--- config.mk ---
export PLATFORM = sky130hd
export DESIGN_NAME = gcr_bank
export DESIGN_NICKNAME = d
export VERILOG_FILES = /design/src/hw/gcr_pkg.sv /design/src/hw/gcr_bank.sv
export SDC_FILE = /design/constraint.sdc
export NUM_CORES = 1
export LEC_CHECK = 0
export BUFFER_PORTS_ARGS = -buffer_cell sky130_fd_sc_hd__clkbuf_2
export CORE_ASPECT_RATIO = 0.75
export CORE_MARGIN = 3
export CORE_UTILIZATION = 51
export CTS_CLUSTER_DIAMETER = 100
export DETAILED_ROUTE_END_ITERATION = 8
export GPL_TIMING_DRIVEN = 0
export PLACE_DENSITY_LB_ADDON = 0.2
export SETUP_SLACK_MARGIN = 0.3
export SYNTH_ARGS = -nofsm -noshare
export SYNTH_HDL_FRONTEND = slang
export SYNTH_SLANG_ARGS = --single-unit
--- constraint.sdc ---
create_clock -name core_clk -period 5.3 [get_ports core_clk]
set_clock_uncertainty 0.2 [all_clocks]
set_input_delay 1.325 -clock core_clk [delete_from_list [all_inputs] [get_ports core_clk]]
set_output_delay 1.325 -clock core_clk [all_outputs]
set_load 0.01 [all_outputs]
--- src/hw/gcr_pkg.sv ---
// package: offsets, fields, reset values and types of the general configuration bank
package gcr_pkg;
    localparam int          ADDR_W          = 16;
    localparam int          DATA_W          = 8;
    localparam int          WAVE_DEPTH      = 128;
    localparam logic [15:0] WAVE_BASE       = 16'hE400;
    localparam logic [15:0] CPU_CS_OFS      = 16'hE600;
    localparam logic [15:0] IF_CFG_OFS      = 16'hE601;
    localparam logic [15:0] FLAG_AB_OFS     = 16'hE602;
    localparam logic [15:0] FLAG_CD_OFS     = 16'hE603;
    localparam logic [15:0] FIFO_RST_OFS    = 16'hE604;
    localparam logic [15:0] BRK_CTL_OFS     = 16'hE605;
    localparam logic [15:0] BRK_ADR_H_OFS   = 16'hE606;
    localparam logic [15:0] BRK_ADR_L_OFS   = 16'hE607;
    localparam logic [15:0] PORT_C_OFS      = 16'h00A0;
    localparam logic [15:0] IRQ_STAT_OFS    = 16'hE6F0;
    localparam logic [15:0] IRQ_MASK_OFS    = 16'hE6F1;
    localparam logic [7:0]  CPU_CS_RST      = 8'h02;
    localparam logic [7:0]  IF_CFG_RST      = 8'hC0;
    localparam logic [7:0]  FLAG_AB_RST     = 8'h00;
    localparam logic [7:0]  FLAG_CD_RST     = 8'h40;
    localparam logic [7:0]  BRK_CTL_RST     = 8'h00;
    localparam logic [7:0]  CPU_CS_WMASK    = 8'h3E;
    localparam logic [7:0]  BRK_CTL_WMASK   = 8'h06;
    localparam logic [7:0]  NAK_CMD         = 8'h80;
    localparam logic [7:0]  NAK_CLR         = 8'h00;
    localparam int          NAK_BIT         = 7;
    localparam int          BRK_FLAG_BIT    = 3;
    localparam int          BRK_PULSE_BIT   = 2;
    localparam int          BRK_EN_BIT      = 1;
    localparam int          IRQ_BREAK_BIT   = 0;
    localparam int          IRQ_RESTORE_BIT = 1;
    localparam int          IRQ_W           = 2;

    typedef struct packed {
        logic       port_c_strobe_enable;
        logic [1:0] cpu_clock_speed;
        logic       clock_out_invert;
        logic       clock_out_drive;
        logic       cpu_hold_in_reset;
    } gcr_cpu_t;

    typedef struct packed {
        logic       iface_clock_source;
        logic       iface_clock_freq_select;
        logic       iface_clock_out_drive;
        logic       iface_clock_polarity;
        logic       fifo_mode_a;
        logic       waveform_state_out;
        logic [1:0] iface_mode_select;
    } gcr_ifcfg_t;

    typedef struct packed {
        logic [3:0] pl;
        logic [3:0] empty;
        logic [3:0] full;
    } gcr_flags_t;
endpackage

--- src/hw/gcr_bank.sv ---
// general configuration register bank with waveform memory, flag muxing and breakpoint
// Operation
// 128-byte read/write waveform descriptor memory, contents undefined after power-up
// with strobe enable set, port C reads and writes pulse read or write strobes
// clock speed code 00=12, 01=24, 10=48 MHz; 11 undefined
// invert bit inverts clock output; drive bit enables it onto pin
// hold-in-reset bit keeps processor reset; read-only from processor side
// clock source bit picks external pin at 0, internal clock at 1
// internal interface clock frequency bit picks 30 MHz at 0, 48 at 1
// interface clock pin driven only when enabled, with polarity bit applied
// fifo_mode_a bit runs FIFOs and waveform engine from internal clock when 1
// waveform state output bit drives state bits onto port E bits 0-2
// mode field: 00 ports, 01 reserved, 10 waveform master, 11 slave FIFO
// four 4-bit flag selectors; A,B one register, C,D the next, low first
// code 0000 outputs selected FIFO's level flag; 0001-0011 reserved
// codes 01xx level, 10xx empty, 11xx full flags of endpoints 2,4,6,8
// writing a FIFO number to restore register resets its flags and counts
// restore sequence: write 0x80 NAK all, FIFO number, then 0x00
// break flag set on fetch match when enabled; pulse or latched indication
// fixed bit positions ignore writes and read back their fixed values
//
// Added by the designer: the address-and-strobe port.
module gcr_bank (
    input  wire logic                core_clk,
    input  wire logic                arst_n,
    input  wire logic [15:0]         bus_addr,
    input  wire logic [7:0]          bus_wdata,
    input  wire logic                bus_wr,
    input  wire logic                bus_rd,
    output logic [7:0]               bus_rdata,
    input  wire logic                cpu_reset_req,
    input  wire logic                cpu_fetch,
    input  wire logic [15:0]         cpu_fetch_addr,
    input  wire logic                cpu_clk_in,
    input  wire logic                int_clk_30,
    input  wire logic                int_clk_48,
    input  wire logic                iface_clock_pin_in,
    input  wire logic [2:0]          waveform_state,
    input  wire logic [1:0]          fifo_select_pins,
    input  wire gcr_pkg::gcr_flags_t fifo_flags,
    output logic [1:0]               cpu_clock_speed,
    output logic                     cpu_clock_output,
    output logic                     cpu_clock_output_oe,
    output logic                     cpu_hold_in_reset,
    output logic                     port_c_rd_strobe_n,
    output logic                     port_c_wr_strobe_n,
    output logic                     iface_clock_sel,
    output logic                     iface_clock_pin_out,
    output logic                     iface_clock_pin_oe,
    output logic [1:0]               iface_mode_select,
    output logic [2:0]               port_e_c_out,
    output logic [2:0]               port_e_c_oe,
    output logic [3:0]               flag_pins,
    output logic                     nak_all_transfers,
    output logic [3:0]               fifo_restore_strobe,
    output logic                     break_flag,
    output logic                     irq
);
    logic [7:0] wave_mem [0:gcr_pkg::WAVE_DEPTH-1];
    gcr_pkg::gcr_cpu_t   cpu_reg;
    gcr_pkg::gcr_ifcfg_t ifc_reg;
    logic [7:0]  flag_ab_reg, flag_cd_reg, brk_ctl_reg, bp_h_reg, bp_l_reg;
    logic [7:0]  rdata_reg, stat_reg, mask_reg;
    logic        nak_reg, rst_meta_reg, rst_sync_reg, pin_meta_reg, pin_sync_reg;
    logic [1:0]  fsel_meta_reg, fsel_sync_reg;
    logic        strb_rd_reg, strb_wr_reg, brk_reg, clk_out_reg, clk_oe_reg;
    logic        if_sel_reg, if_out_reg, if_oe_reg;
    logic [2:0]  pe_out_reg, pe_oe_reg;
    logic [3:0]  flag_reg, restore_reg;
    logic        irq_reg;
    logic [7:0]  stat_next;

    wire in_wave   = bus_addr[15:7] == gcr_pkg::WAVE_BASE[15:7];
    wire wr_cpu    = bus_wr && bus_addr == gcr_pkg::CPU_CS_OFS;
    wire wr_ifc    = bus_wr && bus_addr == gcr_pkg::IF_CFG_OFS;
    wire wr_fab    = bus_wr && bus_addr == gcr_pkg::FLAG_AB_OFS;
    wire wr_fcd    = bus_wr && bus_addr == gcr_pkg::FLAG_CD_OFS;
    wire wr_rst    = bus_wr && bus_addr == gcr_pkg::FIFO_RST_OFS;
    wire wr_brk    = bus_wr && bus_addr == gcr_pkg::BRK_CTL_OFS;
    wire wr_bph    = bus_wr && bus_addr == gcr_pkg::BRK_ADR_H_OFS;
    wire wr_bpl    = bus_wr && bus_addr == gcr_pkg::BRK_ADR_L_OFS;
    wire wr_stat   = bus_wr && bus_addr == gcr_pkg::IRQ_STAT_OFS;
    wire wr_mask   = bus_wr && bus_addr == gcr_pkg::IRQ_MASK_OFS;
    wire port_c_hit = bus_addr == gcr_pkg::PORT_C_OFS;

    // flag selector decode, used for all four pins
    function automatic logic flag_pick(input logic [3:0] code, input gcr_pkg::gcr_flags_t f,
                                       input logic [1:0] fsel);
        case (code[3:2])
            2'h0:    flag_pick = (code[1:0] == 2'h0) ? f.pl[fsel] : 1'b0;
            2'h1:    flag_pick = f.pl[code[1:0]];
            2'h2:    flag_pick = f.empty[code[1:0]];
            default: flag_pick = f.full[code[1:0]];
        endcase
    endfunction

    wire [15:0] flag_codes = {flag_cd_reg, flag_ab_reg};
    logic [3:0] flag_next;
    genvar gi;
    generate
        for (gi = 0; gi < 4; gi++) begin : g_flag
            assign flag_next[gi] = flag_pick(flag_codes[gi*4 +: 4], fifo_flags, fsel_sync_reg);
        end
    endgenerate

    // restore names a FIFO on any nonzero low nibble, whether NAK is up or not; plain 0x00/0x80 are control words
    wire [3:0] restore_next = (wr_rst && bus_wdata[3:0] != 4'h0) ? bus_wdata[3:0] : 4'h0;
    wire       bp_hit   = brk_ctl_reg[gcr_pkg::BRK_EN_BIT] && cpu_fetch
                          && cpu_fetch_addr == {bp_h_reg, bp_l_reg};
    wire       brk_next = bp_hit | (brk_reg & ~brk_ctl_reg[gcr_pkg::BRK_PULSE_BIT]
                          & ~(wr_brk & bus_wdata[gcr_pkg::BRK_FLAG_BIT]));
    wire [7:0] evt = {6'h00, |restore_next, bp_hit};
    // a fifo-number write keeps nak up until the closing 0x00
    wire       nak_load = wr_rst && (bus_wdata[gcr_pkg::NAK_BIT] || bus_wdata[3:0] == 4'h0);
    // set wins over write-one-to-clear
    assign stat_next = (stat_reg & ~(wr_stat ? bus_wdata : 8'h00)) | evt;

    wire       sel_int    = ifc_reg.iface_clock_source | ifc_reg.fifo_mode_a;
    wire       int_clk    = ifc_reg.iface_clock_freq_select ? int_clk_48 : int_clk_30;
    wire       if_clk_mux = sel_int ? int_clk : pin_sync_reg;
    wire [7:0] brk_rd = {4'h0, brk_reg, brk_ctl_reg[2:1], 1'b0};
    wire [7:0] cpu_rd = {2'h0, cpu_reg};
    logic [7:0] rd_mux;
    assign rd_mux = in_wave                                ? wave_mem[bus_addr[6:0]] :
                    bus_addr == gcr_pkg::CPU_CS_OFS        ? cpu_rd :
                    bus_addr == gcr_pkg::IF_CFG_OFS        ? ifc_reg :
                    bus_addr == gcr_pkg::FLAG_AB_OFS       ? flag_ab_reg :
                    bus_addr == gcr_pkg::FLAG_CD_OFS       ? flag_cd_reg :
                    bus_addr == gcr_pkg::BRK_CTL_OFS       ? brk_rd :
                    bus_addr == gcr_pkg::BRK_ADR_H_OFS     ? bp_h_reg :
                    bus_addr == gcr_pkg::BRK_ADR_L_OFS     ? bp_l_reg :
                    bus_addr == gcr_pkg::IRQ_STAT_OFS      ? stat_reg :
                    bus_addr == gcr_pkg::IRQ_MASK_OFS      ? mask_reg : 8'h00;

    always_ff @(posedge core_clk) begin
        if (bus_wr && in_wave) begin
            wave_mem[bus_addr[6:0]] <= bus_wdata;
        end
    end

    always_ff @(posedge core_clk or negedge arst_n) begin
        if (!arst_n) begin
            rst_meta_reg  <= 1'b0;
            rst_sync_reg  <= 1'b0;
            pin_meta_reg  <= 1'b0;
            pin_sync_reg  <= 1'b0;
            fsel_meta_reg <= 2'h0;
            fsel_sync_reg <= 2'h0;
        end else begin
            rst_meta_reg  <= cpu_reset_req;
            rst_sync_reg  <= rst_meta_reg;
            pin_meta_reg  <= iface_clock_pin_in;
            pin_sync_reg  <= pin_meta_reg;
            fsel_meta_reg <= fifo_select_pins;
            fsel_sync_reg <= fsel_meta_reg;
        end
    end

    always_ff @(posedge core_clk or negedge arst_n) begin
        if (!arst_n) begin
            cpu_reg     <= gcr_pkg::CPU_CS_RST[5:0];
            ifc_reg     <= gcr_pkg::IF_CFG_RST;
            flag_ab_reg <= gcr_pkg::FLAG_AB_RST;
            flag_cd_reg <= gcr_pkg::FLAG_CD_RST;
            brk_ctl_reg <= gcr_pkg::BRK_CTL_RST;
            bp_h_reg    <= 8'h00;
            bp_l_reg    <= 8'h00;
            nak_reg     <= 1'b0;
        end else begin
            if (wr_cpu) begin
                // hold-in-reset bit comes from the reset controller, not software
                cpu_reg[5:1] <= bus_wdata[5:1];
            end
            cpu_reg.cpu_hold_in_reset <= rst_sync_reg;
            if (wr_ifc) ifc_reg <= bus_wdata;
            if (wr_fab) flag_ab_reg <= bus_wdata;
            if (wr_fcd) flag_cd_reg <= bus_wdata;
            if (wr_brk) brk_ctl_reg <= bus_wdata & gcr_pkg::BRK_CTL_WMASK;
            if (wr_bph) bp_h_reg <= bus_wdata;
            if (wr_bpl) bp_l_reg <= bus_wdata;
            if (nak_load) nak_reg <= bus_wdata[gcr_pkg::NAK_BIT];
        end
    end

    always_ff @(posedge core_clk or negedge arst_n) begin
        if (!arst_n) begin
            rdata_reg   <= 8'h00;
            stat_reg    <= 8'h00;
            mask_reg    <= 8'h00;
            strb_rd_reg <= 1'b1;
            strb_wr_reg <= 1'b1;
            brk_reg     <= 1'b0;
            restore_reg <= 4'h0;
            flag_reg    <= 4'h0;
            irq_reg     <= 1'b0;
        end else begin
            rdata_reg   <= bus_rd ? rd_mux : 8'h00;
            stat_reg    <= stat_next;
            if (wr_mask) mask_reg <= bus_wdata;
            strb_rd_reg <= ~(cpu_reg.port_c_strobe_enable & bus_rd & port_c_hit);
            strb_wr_reg <= ~(cpu_reg.port_c_strobe_enable & bus_wr & port_c_hit);
            brk_reg     <= brk_next;
            restore_reg <= restore_next;
            flag_reg    <= flag_next;
            irq_reg     <= |(stat_reg & mask_reg);
        end
    end

    // pin-facing registers; clock pins are resampled so outputs stay flop-driven
    always_ff @(posedge core_clk or negedge arst_n) begin
        if (!arst_n) begin
            clk_out_reg <= 1'b0;
            clk_oe_reg  <= 1'b0;
            if_sel_reg  <= 1'b0;
            if_out_reg  <= 1'b0;
            if_oe_reg   <= 1'b0;
            pe_out_reg  <= 3'h0;
            pe_oe_reg   <= 3'h0;
        end else begin
            clk_out_reg <= cpu_clk_in ^ cpu_reg.clock_out_invert;
            clk_oe_reg  <= cpu_reg.clock_out_drive;
            if_sel_reg  <= sel_int;
            if_out_reg  <= if_clk_mux ^ ifc_reg.iface_clock_polarity;
            if_oe_reg   <= ifc_reg.iface_clock_out_drive;
            pe_out_reg  <= waveform_state;
            pe_oe_reg   <= {3{ifc_reg.waveform_state_out}};
        end
    end

    assign bus_rdata           = rdata_reg;
    assign cpu_clock_speed     = cpu_reg.cpu_clock_speed;
    assign cpu_clock_output    = clk_out_reg;
    assign cpu_clock_output_oe = clk_oe_reg;
    assign cpu_hold_in_reset   = cpu_reg.cpu_hold_in_reset;
    assign port_c_rd_strobe_n  = strb_rd_reg;
    assign port_c_wr_strobe_n  = strb_wr_reg;
    assign iface_clock_sel     = if_sel_reg;
    assign iface_clock_pin_out = if_out_reg;
    assign iface_clock_pin_oe  = if_oe_reg;
    assign iface_mode_select   = ifc_reg.iface_mode_select;
    assign port_e_c_out        = pe_out_reg;
    assign port_e_c_oe         = pe_oe_reg;
    assign flag_pins           = flag_reg;
    assign nak_all_transfers   = nak_reg;
    assign fifo_restore_strobe = restore_reg;
    assign break_flag          = brk_reg;
    assign irq                 = irq_reg;

    a_port_c_strobe: assert property (@(posedge core_clk) disable iff (!arst_n)
        cpu_reg.port_c_strobe_enable && bus_wr && port_c_hit |=> !port_c_wr_strobe_n)
        else $error("port c write strobe missing");
    a_rd_strobe_off: assert property (@(posedge core_clk) disable iff (!arst_n)
        !cpu_reg.port_c_strobe_enable |=> port_c_rd_strobe_n)
        else $error("read strobe while disabled");
    a_cpu_reset_follow: assert property (@(posedge core_clk) disable iff (!arst_n)
        $rose(rst_sync_reg) |=> cpu_hold_in_reset)
        else $error("hold in reset not followed");
    a_cpu_fixed_bits: assert property (@(posedge core_clk) disable iff (!arst_n)
        bus_rd && bus_addr == gcr_pkg::CPU_CS_OFS |=> bus_rdata[7:6] == 2'h0)
        else $error("fixed bits not zero");
    a_iface_oe: assert property (@(posedge core_clk) disable iff (!arst_n)
        ##1 iface_clock_pin_oe == $past(ifc_reg.iface_clock_out_drive))
        else $error("iface clock drive mismatch");
    a_waveform_state_out_drive: assert property (@(posedge core_clk) disable iff (!arst_n)
        ifc_reg.waveform_state_out ##1 ifc_reg.waveform_state_out |-> port_e_c_oe == 3'h7)
        else $error("port e not driven");
    a_flag_full_map: assert property (@(posedge core_clk) disable iff (!arst_n)
        flag_ab_reg[3:0] == 4'hC |=> flag_pins[0] == $past(fifo_flags.full[0]))
        else $error("flag a full mapping wrong");
    a_restore_pulse: assert property (@(posedge core_clk) disable iff (!arst_n)
        wr_rst && bus_wdata == 8'h02 |=> fifo_restore_strobe == 4'h2 ##1 fifo_restore_strobe == 4'h0)
        else $error("restore strobe wrong");
    a_nak_cmd: assert property (@(posedge core_clk) disable iff (!arst_n)
        wr_rst && bus_wdata == gcr_pkg::NAK_CMD |=> nak_all_transfers)
        else $error("nak not raised");
    a_break_set: assert property (@(posedge core_clk) disable iff (!arst_n)
        bp_hit |=> break_flag ##1 (break_flag || $past(brk_ctl_reg[gcr_pkg::BRK_PULSE_BIT])))
        else $error("break flag not set");
    c_wave_write: cover property (@(posedge core_clk) bus_wr && in_wave);
    c_restore_seq: cover property (@(posedge core_clk) wr_rst && bus_wdata == gcr_pkg::NAK_CMD);
    c_break_hit: cover property (@(posedge core_clk) bp_hit);
    c_irq_up: cover property (@(posedge core_clk) $rose(irq));
endmodule

==> results of run 1 <==
[placed cells by master (no fill, tap or decap), drive strengths merged, types with 14 or more instances in the layout]
cell,synthesis,layout
mux2i,63,63
clkbuf,34,262
nor4,14,14
nor2b,19,19
inv,9,14
a21oi,32,32
edfxtp,1024,1024
a22oi,28,28
nand3,24,24
mux2,63,63
o21ai,29,29
nor3,19,19
nand4,15,15
clkinv,0,44
mux4,275,275
buf,96,115
dfrtp,96,96
nor2,167,167
nand2,76,76
[routing by layer]
metal	up-vias	wire length, um	global-route usage [%]	share of wire (%)
li1	9704	-	-	-
met1	13500	56400	46.9	39
met2	2054	62800	44.6	43
met3	287	22100	12.4	15
met4	2	5040	10.2	3.4
met5	-	13	0	0.0089
[area by class of cell]
| cell class | instances | area (um2) |
|---|---|---|
| antenna | 3 | 7.51 |
| buffer | 130 | 882 |
| clock buffer | 127 | 2720 |
| clock inverter | 65 | 671 |
| fill | 6269 | 36000 |
| inverter | 9 | 33.8 |
| multi-input combinational | 986 | 10900 |
| sequential | 1126 | 33300 |
| tap | 1140 | 1430 |
| timing repair buffer | 120 | 802 |
[synth_stat cells, drive strengths merged (28+ instances only)]
master and number:
mux2 63, a22oi 28, o21ai 29, dfrtp 96
edfxtp 1024, mux4 275, buf 96, a21oi 32
mux2i 63, nor2 167, nand2 76, clkbuf 34
[cells by family (layout without fill, tap and decap cells)]
logic type | count (synthesis) | count (layout) | synth area share, %
AO/OA/AOI/OAI | 187 | 187 | 2.86
flip-flops | 1126 | 1126 | 74.0
XOR/XNOR | 18 | 18 | 0.350
other | 0 | 3 | 0
AND/OR/NAND/NOR | 380 | 380 | 4.05
buffers and inverters | 139 | 451 | 2.01
multiplexers | 401 | 401 | 16.7
[power breakdown]
group	switching (uW)	leakage [uW]	internal, uW
sequential	2.59	0.0105	9690
clock	3350	0.00165	4240
combinational	771	0.00444	329
[final timing paths]
kind	startpoint	slack [ns]	to	cells past startpoint
min in group asynchronous	arst_n	0.43	fifo_restore_strobe[1]	1
min reg2reg	fsel_meta_reg[1]	0.15	fsel_sync_reg[1]	0
max reg2reg	wave_mem[38][4]	2.38	bus_rdata[4]	7
max in group asynchronous	arst_n	3.71	ifc_reg[7]	2
min	fsel_meta_reg[1]	0.15	fsel_sync_reg[1]	0
max	bus_addr[3]	0.15	wave_mem[123][0]	7
[per-stage QoR]
stage                     hold slack (ns)  instances  utilization [%]  cell area (um2)  setup WS [ns]
final                               0.150       3706             58.5            50700          0.146
after global routing                0.159       3703             58.5            50700          0.196
after CTS                           0.151       3702             58.5            50700          0.307
after detailed placement            0.136       3497             54.4            47100          -1.19
after global placement              0.133       3491             54.2            46900          -1.13
after floorplan                     0.131       2251                -            45000           1.46
[what timing repair did]
item,in CTS,in global routing
hold buffers,0,0
pin swaps,10,0
buffers inserted,13,0
endpoints found under the setup margin,307,119
gates resized for setup,23,8
[critical path, stage by stage]
cell                       delay [ns]
sky130_fd_sc_hd__clkbuf_2        0.21
sky130_fd_sc_hd__buf_2           0.43
sky130_fd_sc_hd__buf_2           0.47
sky130_fd_sc_hd__buf_2           0.52
sky130_fd_sc_hd__clkbuf_1        0.75
sky130_fd_sc_hd__nand3_1         0.53
sky130_fd_sc_hd__nor2_1          1.00
==> parameters.txt, run 1 <==
Parameter                              Value

Layout
  Synthesis-to-finish area growth    12.7%
  Post-layout nets    2542
  Ratio of cells with drive above 1 in the final layout    29.2%
  Largest register FFs    1024

Power
  Power per Cell Area    362 nW/um2
  Total power draw    18400 uW
  Static leakage    0.0166 uW
  VDD IR max    391 uV

Synth
  Portion of synthesized cell area occupied by the leading cell type    68.3%
  Cell count after synthesis    between 2000 and 2500
  Fraction of synthesis flops using an asynchronous set or reset pin    9.06%
  Most instantiated flip-flop cell in the synthesis netlist    sky130_fd_sc_hd__edfxtp_1
  Mapped cell area    around 45000 um2
  Yosys Warn Count    0
  Seq/Total Area, Yosys    about three quarters
  Synthesized area per cell    20.0 um2
  Number of synthesized register bits    between 1000 and 1500
  Synth area leader    sky130_fd_sc_hd__edfxtp_1
  Top area cells in the synthesized netlist    sky130_fd_sc_hd__edfxtp_1 68%, sky130_fd_sc_hd__mux4_2 14%, sky130_fd_sc_hd__dfrtp_1 5.3%, sky130_fd_sc_hd__mux2_2 1.6%, sky130_fd_sc_hd__mux2i_1 1.4%
  Number of enable flip-flop cells after synthesis    1024
  Synthesized Nets    2318
  Number of distinct library cell variants in the gate-level netlist after synthesis    about 70

Setup path
  Required time worst endpoint    5.42 ns
  Endpoint kind of the worst setup timing path    flop
  CP Launch Type    primary input
  Worst EP arrival    between 5 and 6 ns
  Worst Path Class, Setup    primary input to flop
  Critical-path maximum fanout    10

Global routing
  Maximum number of pins on one net before global-route repair    137
  Global-route wire length before repair    201000 um
  Remaining Overflow, GRT    0
  Number of antenna violations at the first check in global routing    5
  Number of global-route vias before repair    approximately 24000
  Total global routing track utilization    32.1%

Die
  Core ar.    86700 um2
  Number of primary I/O pins    roughly 100
  Area of the die    91900 um2
  Chip height    263 um
  Initial Utilization    51.9%
  Die Wd    around 350 um
  Number of rows in the core area    93

Outcome
  Run status    completed

Detailed routing
  Routed via count    25500
  First DRT Iteration DRCs    4407
  Remaining design rule violation count    0
  Antenna Nets Post-Route    0
  Routed via count divided by cell count    ~6.9
  First drt pass iteration count    5
  Detailed Route WL    146000 um
  Routed length per placed instance    39.5 um

Timing
  Final hold vios    0
  Max Transition Viols Final    0
  Transition at the pin with the smallest max-transition slack    roughly 1.3 ns
  Final TNS setup    0 ns
  Final Setup Violations    0
  Part of the cycle the worst path needs    97.2%
  Unrepaired setup endpoints after global routing    yes
  Worst max-slew margin expressed relative to the limit    between 10% and 20%
  Minimum clock period    between 5 and 6 ns
  Maximum clock frequency    194 MHz

CTS
  Clock transition at the registers of the reported paths    0.07 ns
  CTS sink cnt    1126
  CTS max path bufs    3
  Root buffer selected by CTS    sky130_fd_sc_hd__clkbuf_16
  TritonCTS clock tree    yes
  Number of CTS-inserted buffers    just over 100
  Worst-skew pair later-pin latency    0.71 ns
  Clock H-tree levels    3

Placed design
  Detail Placement HPWL    96400 um
  Buffers on Ports    100
  Final GP Congestion    around 0.98

Flow run
  Max-cap viol count    0

Hold path
  Worst hold path type    flop to flop
Note: power is estimated with default switching activity, not from simulation.
==> run 2: changes to the inputs <==
--- a/config.mk
+++ b/config.mk
@@ -5,12 +5,12 @@
 export SDC_FILE = /design/constraint.sdc
 export NUM_CORES = 1
 export LEC_CHECK = 0
-export BUFFER_PORTS_ARGS = -buffer_cell sky130_fd_sc_hd__clkbuf_2
 export CORE_ASPECT_RATIO = 0.75
 export CORE_MARGIN = 3
 export CORE_UTILIZATION = 51
 export CTS_CLUSTER_DIAMETER = 100
 export DETAILED_ROUTE_END_ITERATION = 8
+export DONT_BUFFER_PORTS = 1
 export GPL_TIMING_DRIVEN = 0
 export PLACE_DENSITY_LB_ADDON = 0.2
 export SETUP_SLACK_MARGIN = 0.3
==> run 2 against run 1 <==
Power down 3.6%. Fmax down 0.15%. Sequential power is essentially flat. Register-to-register slack worse by 0.09 ns. The run now ends with capacitance limit left. Critical path depth up 1. Final cell count shrank 3.3%. Flip-flop and latch count unchanged. Highest routed layer unchanged. Core utilization decreased by 1.1 points. Critical path type unchanged.
==> parameters.txt, run 2 (synthesis gave the netlist of run 1 again) <==
Parameter                              Value

Detailed routing
  Detailed Route WL    145000 um (-1.1%)
  Routed via count    25200 (-1.4%)
  Antenna Nets Post-Route    0 (unchanged)
  Routed via count divided by cell count    7.02 (+2.0%)
  Routed length per placed instance    40.4 um (+2.3%)
  First DRT Iteration DRCs    4485 (+1.8%)
  Remaining design rule violation count    0 (unchanged)
  First drt pass iteration count    8 (+3)

Layout
  Synthesis-to-finish area growth    10.6%
  Largest register FFs    1024 (unchanged)
  Top library cells by usage in the layout, fill and taps aside    1024 x sky130_fd_sc_hd__edfxtp_1, 274 x sky130_fd_sc_hd__mux4_2, 132 x sky130_fd_sc_hd__nor2_1
  Ratio of cells with drive above 1 in the final layout    25.8% (-3.5 points)
  Most common cell after layout, fill and taps aside    sky130_fd_sc_hd__edfxtp_1
  Post-layout nets    2432 (-4.3%)
  Fin cells    3584 (-3.3%)
  Core occupancy in the finished layout    57.4% (-1.1 points)
  Number of fill cells in the layout    6343 (+1.2%)

Timing
  Max Transition Viols Final    0 (unchanged)
  Final Setup Violations    0 (unchanged)
  Setup ws final    0.139 ns (-0.00767 ns)
  Unrepaired setup endpoints after global routing    yes
  Final TNS setup    0 ns (unchanged)
  Final hold vios    0 (unchanged)
  Part of the cycle the worst path needs    97.4% (+0.14 points)
  Hold_ws    0.125 ns (-0.0253 ns)
  Maximum clock frequency    194 MHz (-0.15%)
  Transition at the pin with the smallest max-transition slack    1.46 ns (+0.175 ns)
  Minimum clock period    5.16 ns (+0.00767 ns)
  Worst max-slew margin expressed relative to the limit    1.67% (-12 points)

CTS
  TritonCTS clock tree    yes
  CTS max path bufs    3 (unchanged)
  Worst-skew pair later-pin latency    0.69 ns (-0.02 ns)
  CTS sink cnt    1126 (unchanged)
  Clock H-tree levels    3 (unchanged)
  Clock transition at the registers of the reported paths    0.07 ns (about the same)
  Number of CTS-inserted buffers    104 (+2.0%)
  Root buffer selected by CTS    sky130_fd_sc_hd__clkbuf_16

Setup path
  Buf/Inv on CP    4 (-1)
  CP Launch Type    primary input
  Most used cell along the critical path    sky130_fd_sc_hd__buf_2
  Worst EP arrival    5.58 ns (+0.31 ns)
  Max stage delay cell, worst path    sky130_fd_sc_hd__clkbuf_1
  Kind of cell adding the most delay to the critical path    buffers and inverters
  Worst-path cell chain    buf_2, buf_2, buf_2, clkbuf_1, a211oi_1, nor4_1, nand4_1, a21oi_1
  Required time worst endpoint    5.71 ns (+0.29 ns)
  Delay of the slowest cell on the worst path    0.84 ns (-0.16 ns)
  Worst Path Class, Setup    primary input to flop
  Endpoint kind of the worst setup timing path    flop
  Critical-path maximum fanout    10 (unchanged)

Die
  Initial Utilization    51.9% (unchanged)
  Core ar.    86700 um2 (unchanged)
  Die Wd    349 um (unchanged)
  Number of rows in the core area    93 (unchanged)
  Area of the die    91900 um2 (unchanged)
  Chip height    263 um (unchanged)
  Number of primary I/O pins    104 (unchanged)

Placed design
  Final GP Congestion    0.987 (+1.1%)
  Post-placement setup slack    -1.17 ns (+0.0145 ns)
  Detail Placement HPWL    92800 um (-3.7%)
  Buffers on Ports    0 (-100%)
  Cell count after placement    3391 (-3.0%)

Power
  VDD IR max    270 uV (-31%)
  Static leakage    0.0160 uW (-4.0%)
  Power per Cell Area    356 nW/um2 (-1.8%)

Outcome
  Run status    complete, but fails checks
  Violations in the final reports    capacitance limit

Global routing
  Maximum number of pins on one net before global-route repair    137 (unchanged)
  Total global routing track utilization    31.7% (-0.36 points)
  Number of global-route vias before repair    24200 (-0.88%)
  Remaining Overflow, GRT    0 (unchanged)
  Number of antenna violations at the first check in global routing    3 (-2)
  Global-route wire length before repair    199000 um (-0.80%)

Flow run
  Max-cap viol count    1 (+1)

Hold path
  Worst hold path type    primary input to async pin
==> run 2: cell types whose count changed in the layout (fill, tap and decap cells not counted), moves of 7 or more <==
| cell | delta |
|---|---|
| sky130_fd_sc_hd__bufinv_16 | -7 |
| sky130_fd_sc_hd__clkbuf_1 | +9 |
| sky130_fd_sc_hd__clkbuf_2 | -91 |
| sky130_fd_sc_hd__nor2_1 | -9 |
| sky130_fd_sc_hd__nor2_4 | +7 |
==> run 2: metrics by stage <==
step / cell area, um2 / power (uW)
6_report: 49800 / 17700
5_1_grt: 49800 / 18000
4_1_cts: 49800 / 17700
3_5_place_dp: 46400 / 10700
3_3_place_gp: 46400 / 10700
2_1_floorplan: 45000 / 10400
==> run 2: repair_timing <==
action	4_1_cts	5_1_grt
pin swaps	5	0
gates resized for setup	43	6
setup endpoints to repair	328	143
hold endpoints to repair	0	0
hold buffers	0	0
setup buffers	7	0
==> run 2: final cells by class <==
class / instances / area (um2) / area share, %
repair buffers: 8 / 57.6 / 0.116
well taps: 1140 / 1430 / 2.86
flip-flops and latches: 1126 / 33300 / 66.9
clock buffers: 133 / 2730 / 5.49
plain buffers: 130 / 885 / 1.78
diodes: 2 / 5.00 / 0.0101
clock inverters: 50 / 390 / 0.784
inverters: 9 / 33.8 / 0.0679
multi-input cells: 986 / 10900 / 22.0
==> run 2: report_power, final <==
| part | switching, uW | internal [uW] | leakage (uW) |
|---|---|---|---|
| Clock | 3270 | 3870 | 0.00152 |
| Combinational | 590 | 296 | 0.00390 |
| Sequential | 5.58 | 9690 | 0.0105 |
==> run 2: worst paths after layout <==
path                                  start               end  slack, ns  cells past startpoint
setup reg to reg             wave_mem[6][0]      bus_rdata[0]       2.29                      6
hold / removal                       arst_n   port_e_c_out[0]       0.12                      0
min in group core_clk      fsel_meta_reg[1]  fsel_sync_reg[1]       0.15                      0
hold reg to reg            fsel_meta_reg[1]  fsel_sync_reg[1]       0.15                      0
setup / recovery                bus_addr[2]      bus_rdata[5]       0.14                      8
max in group asynchronous            arst_n        ifc_reg[6]       4.55                      0
==> run 2: routing by layer <==
layer	share of wire [%]	global-route usage [%]	vias to the layer above
met5	0.0090	0	-
met1	38	45.4	13300
li1	-	-	9479
met2	43	44.3	2073
met4	3.9	10.6	2
met3	15	13.2	330
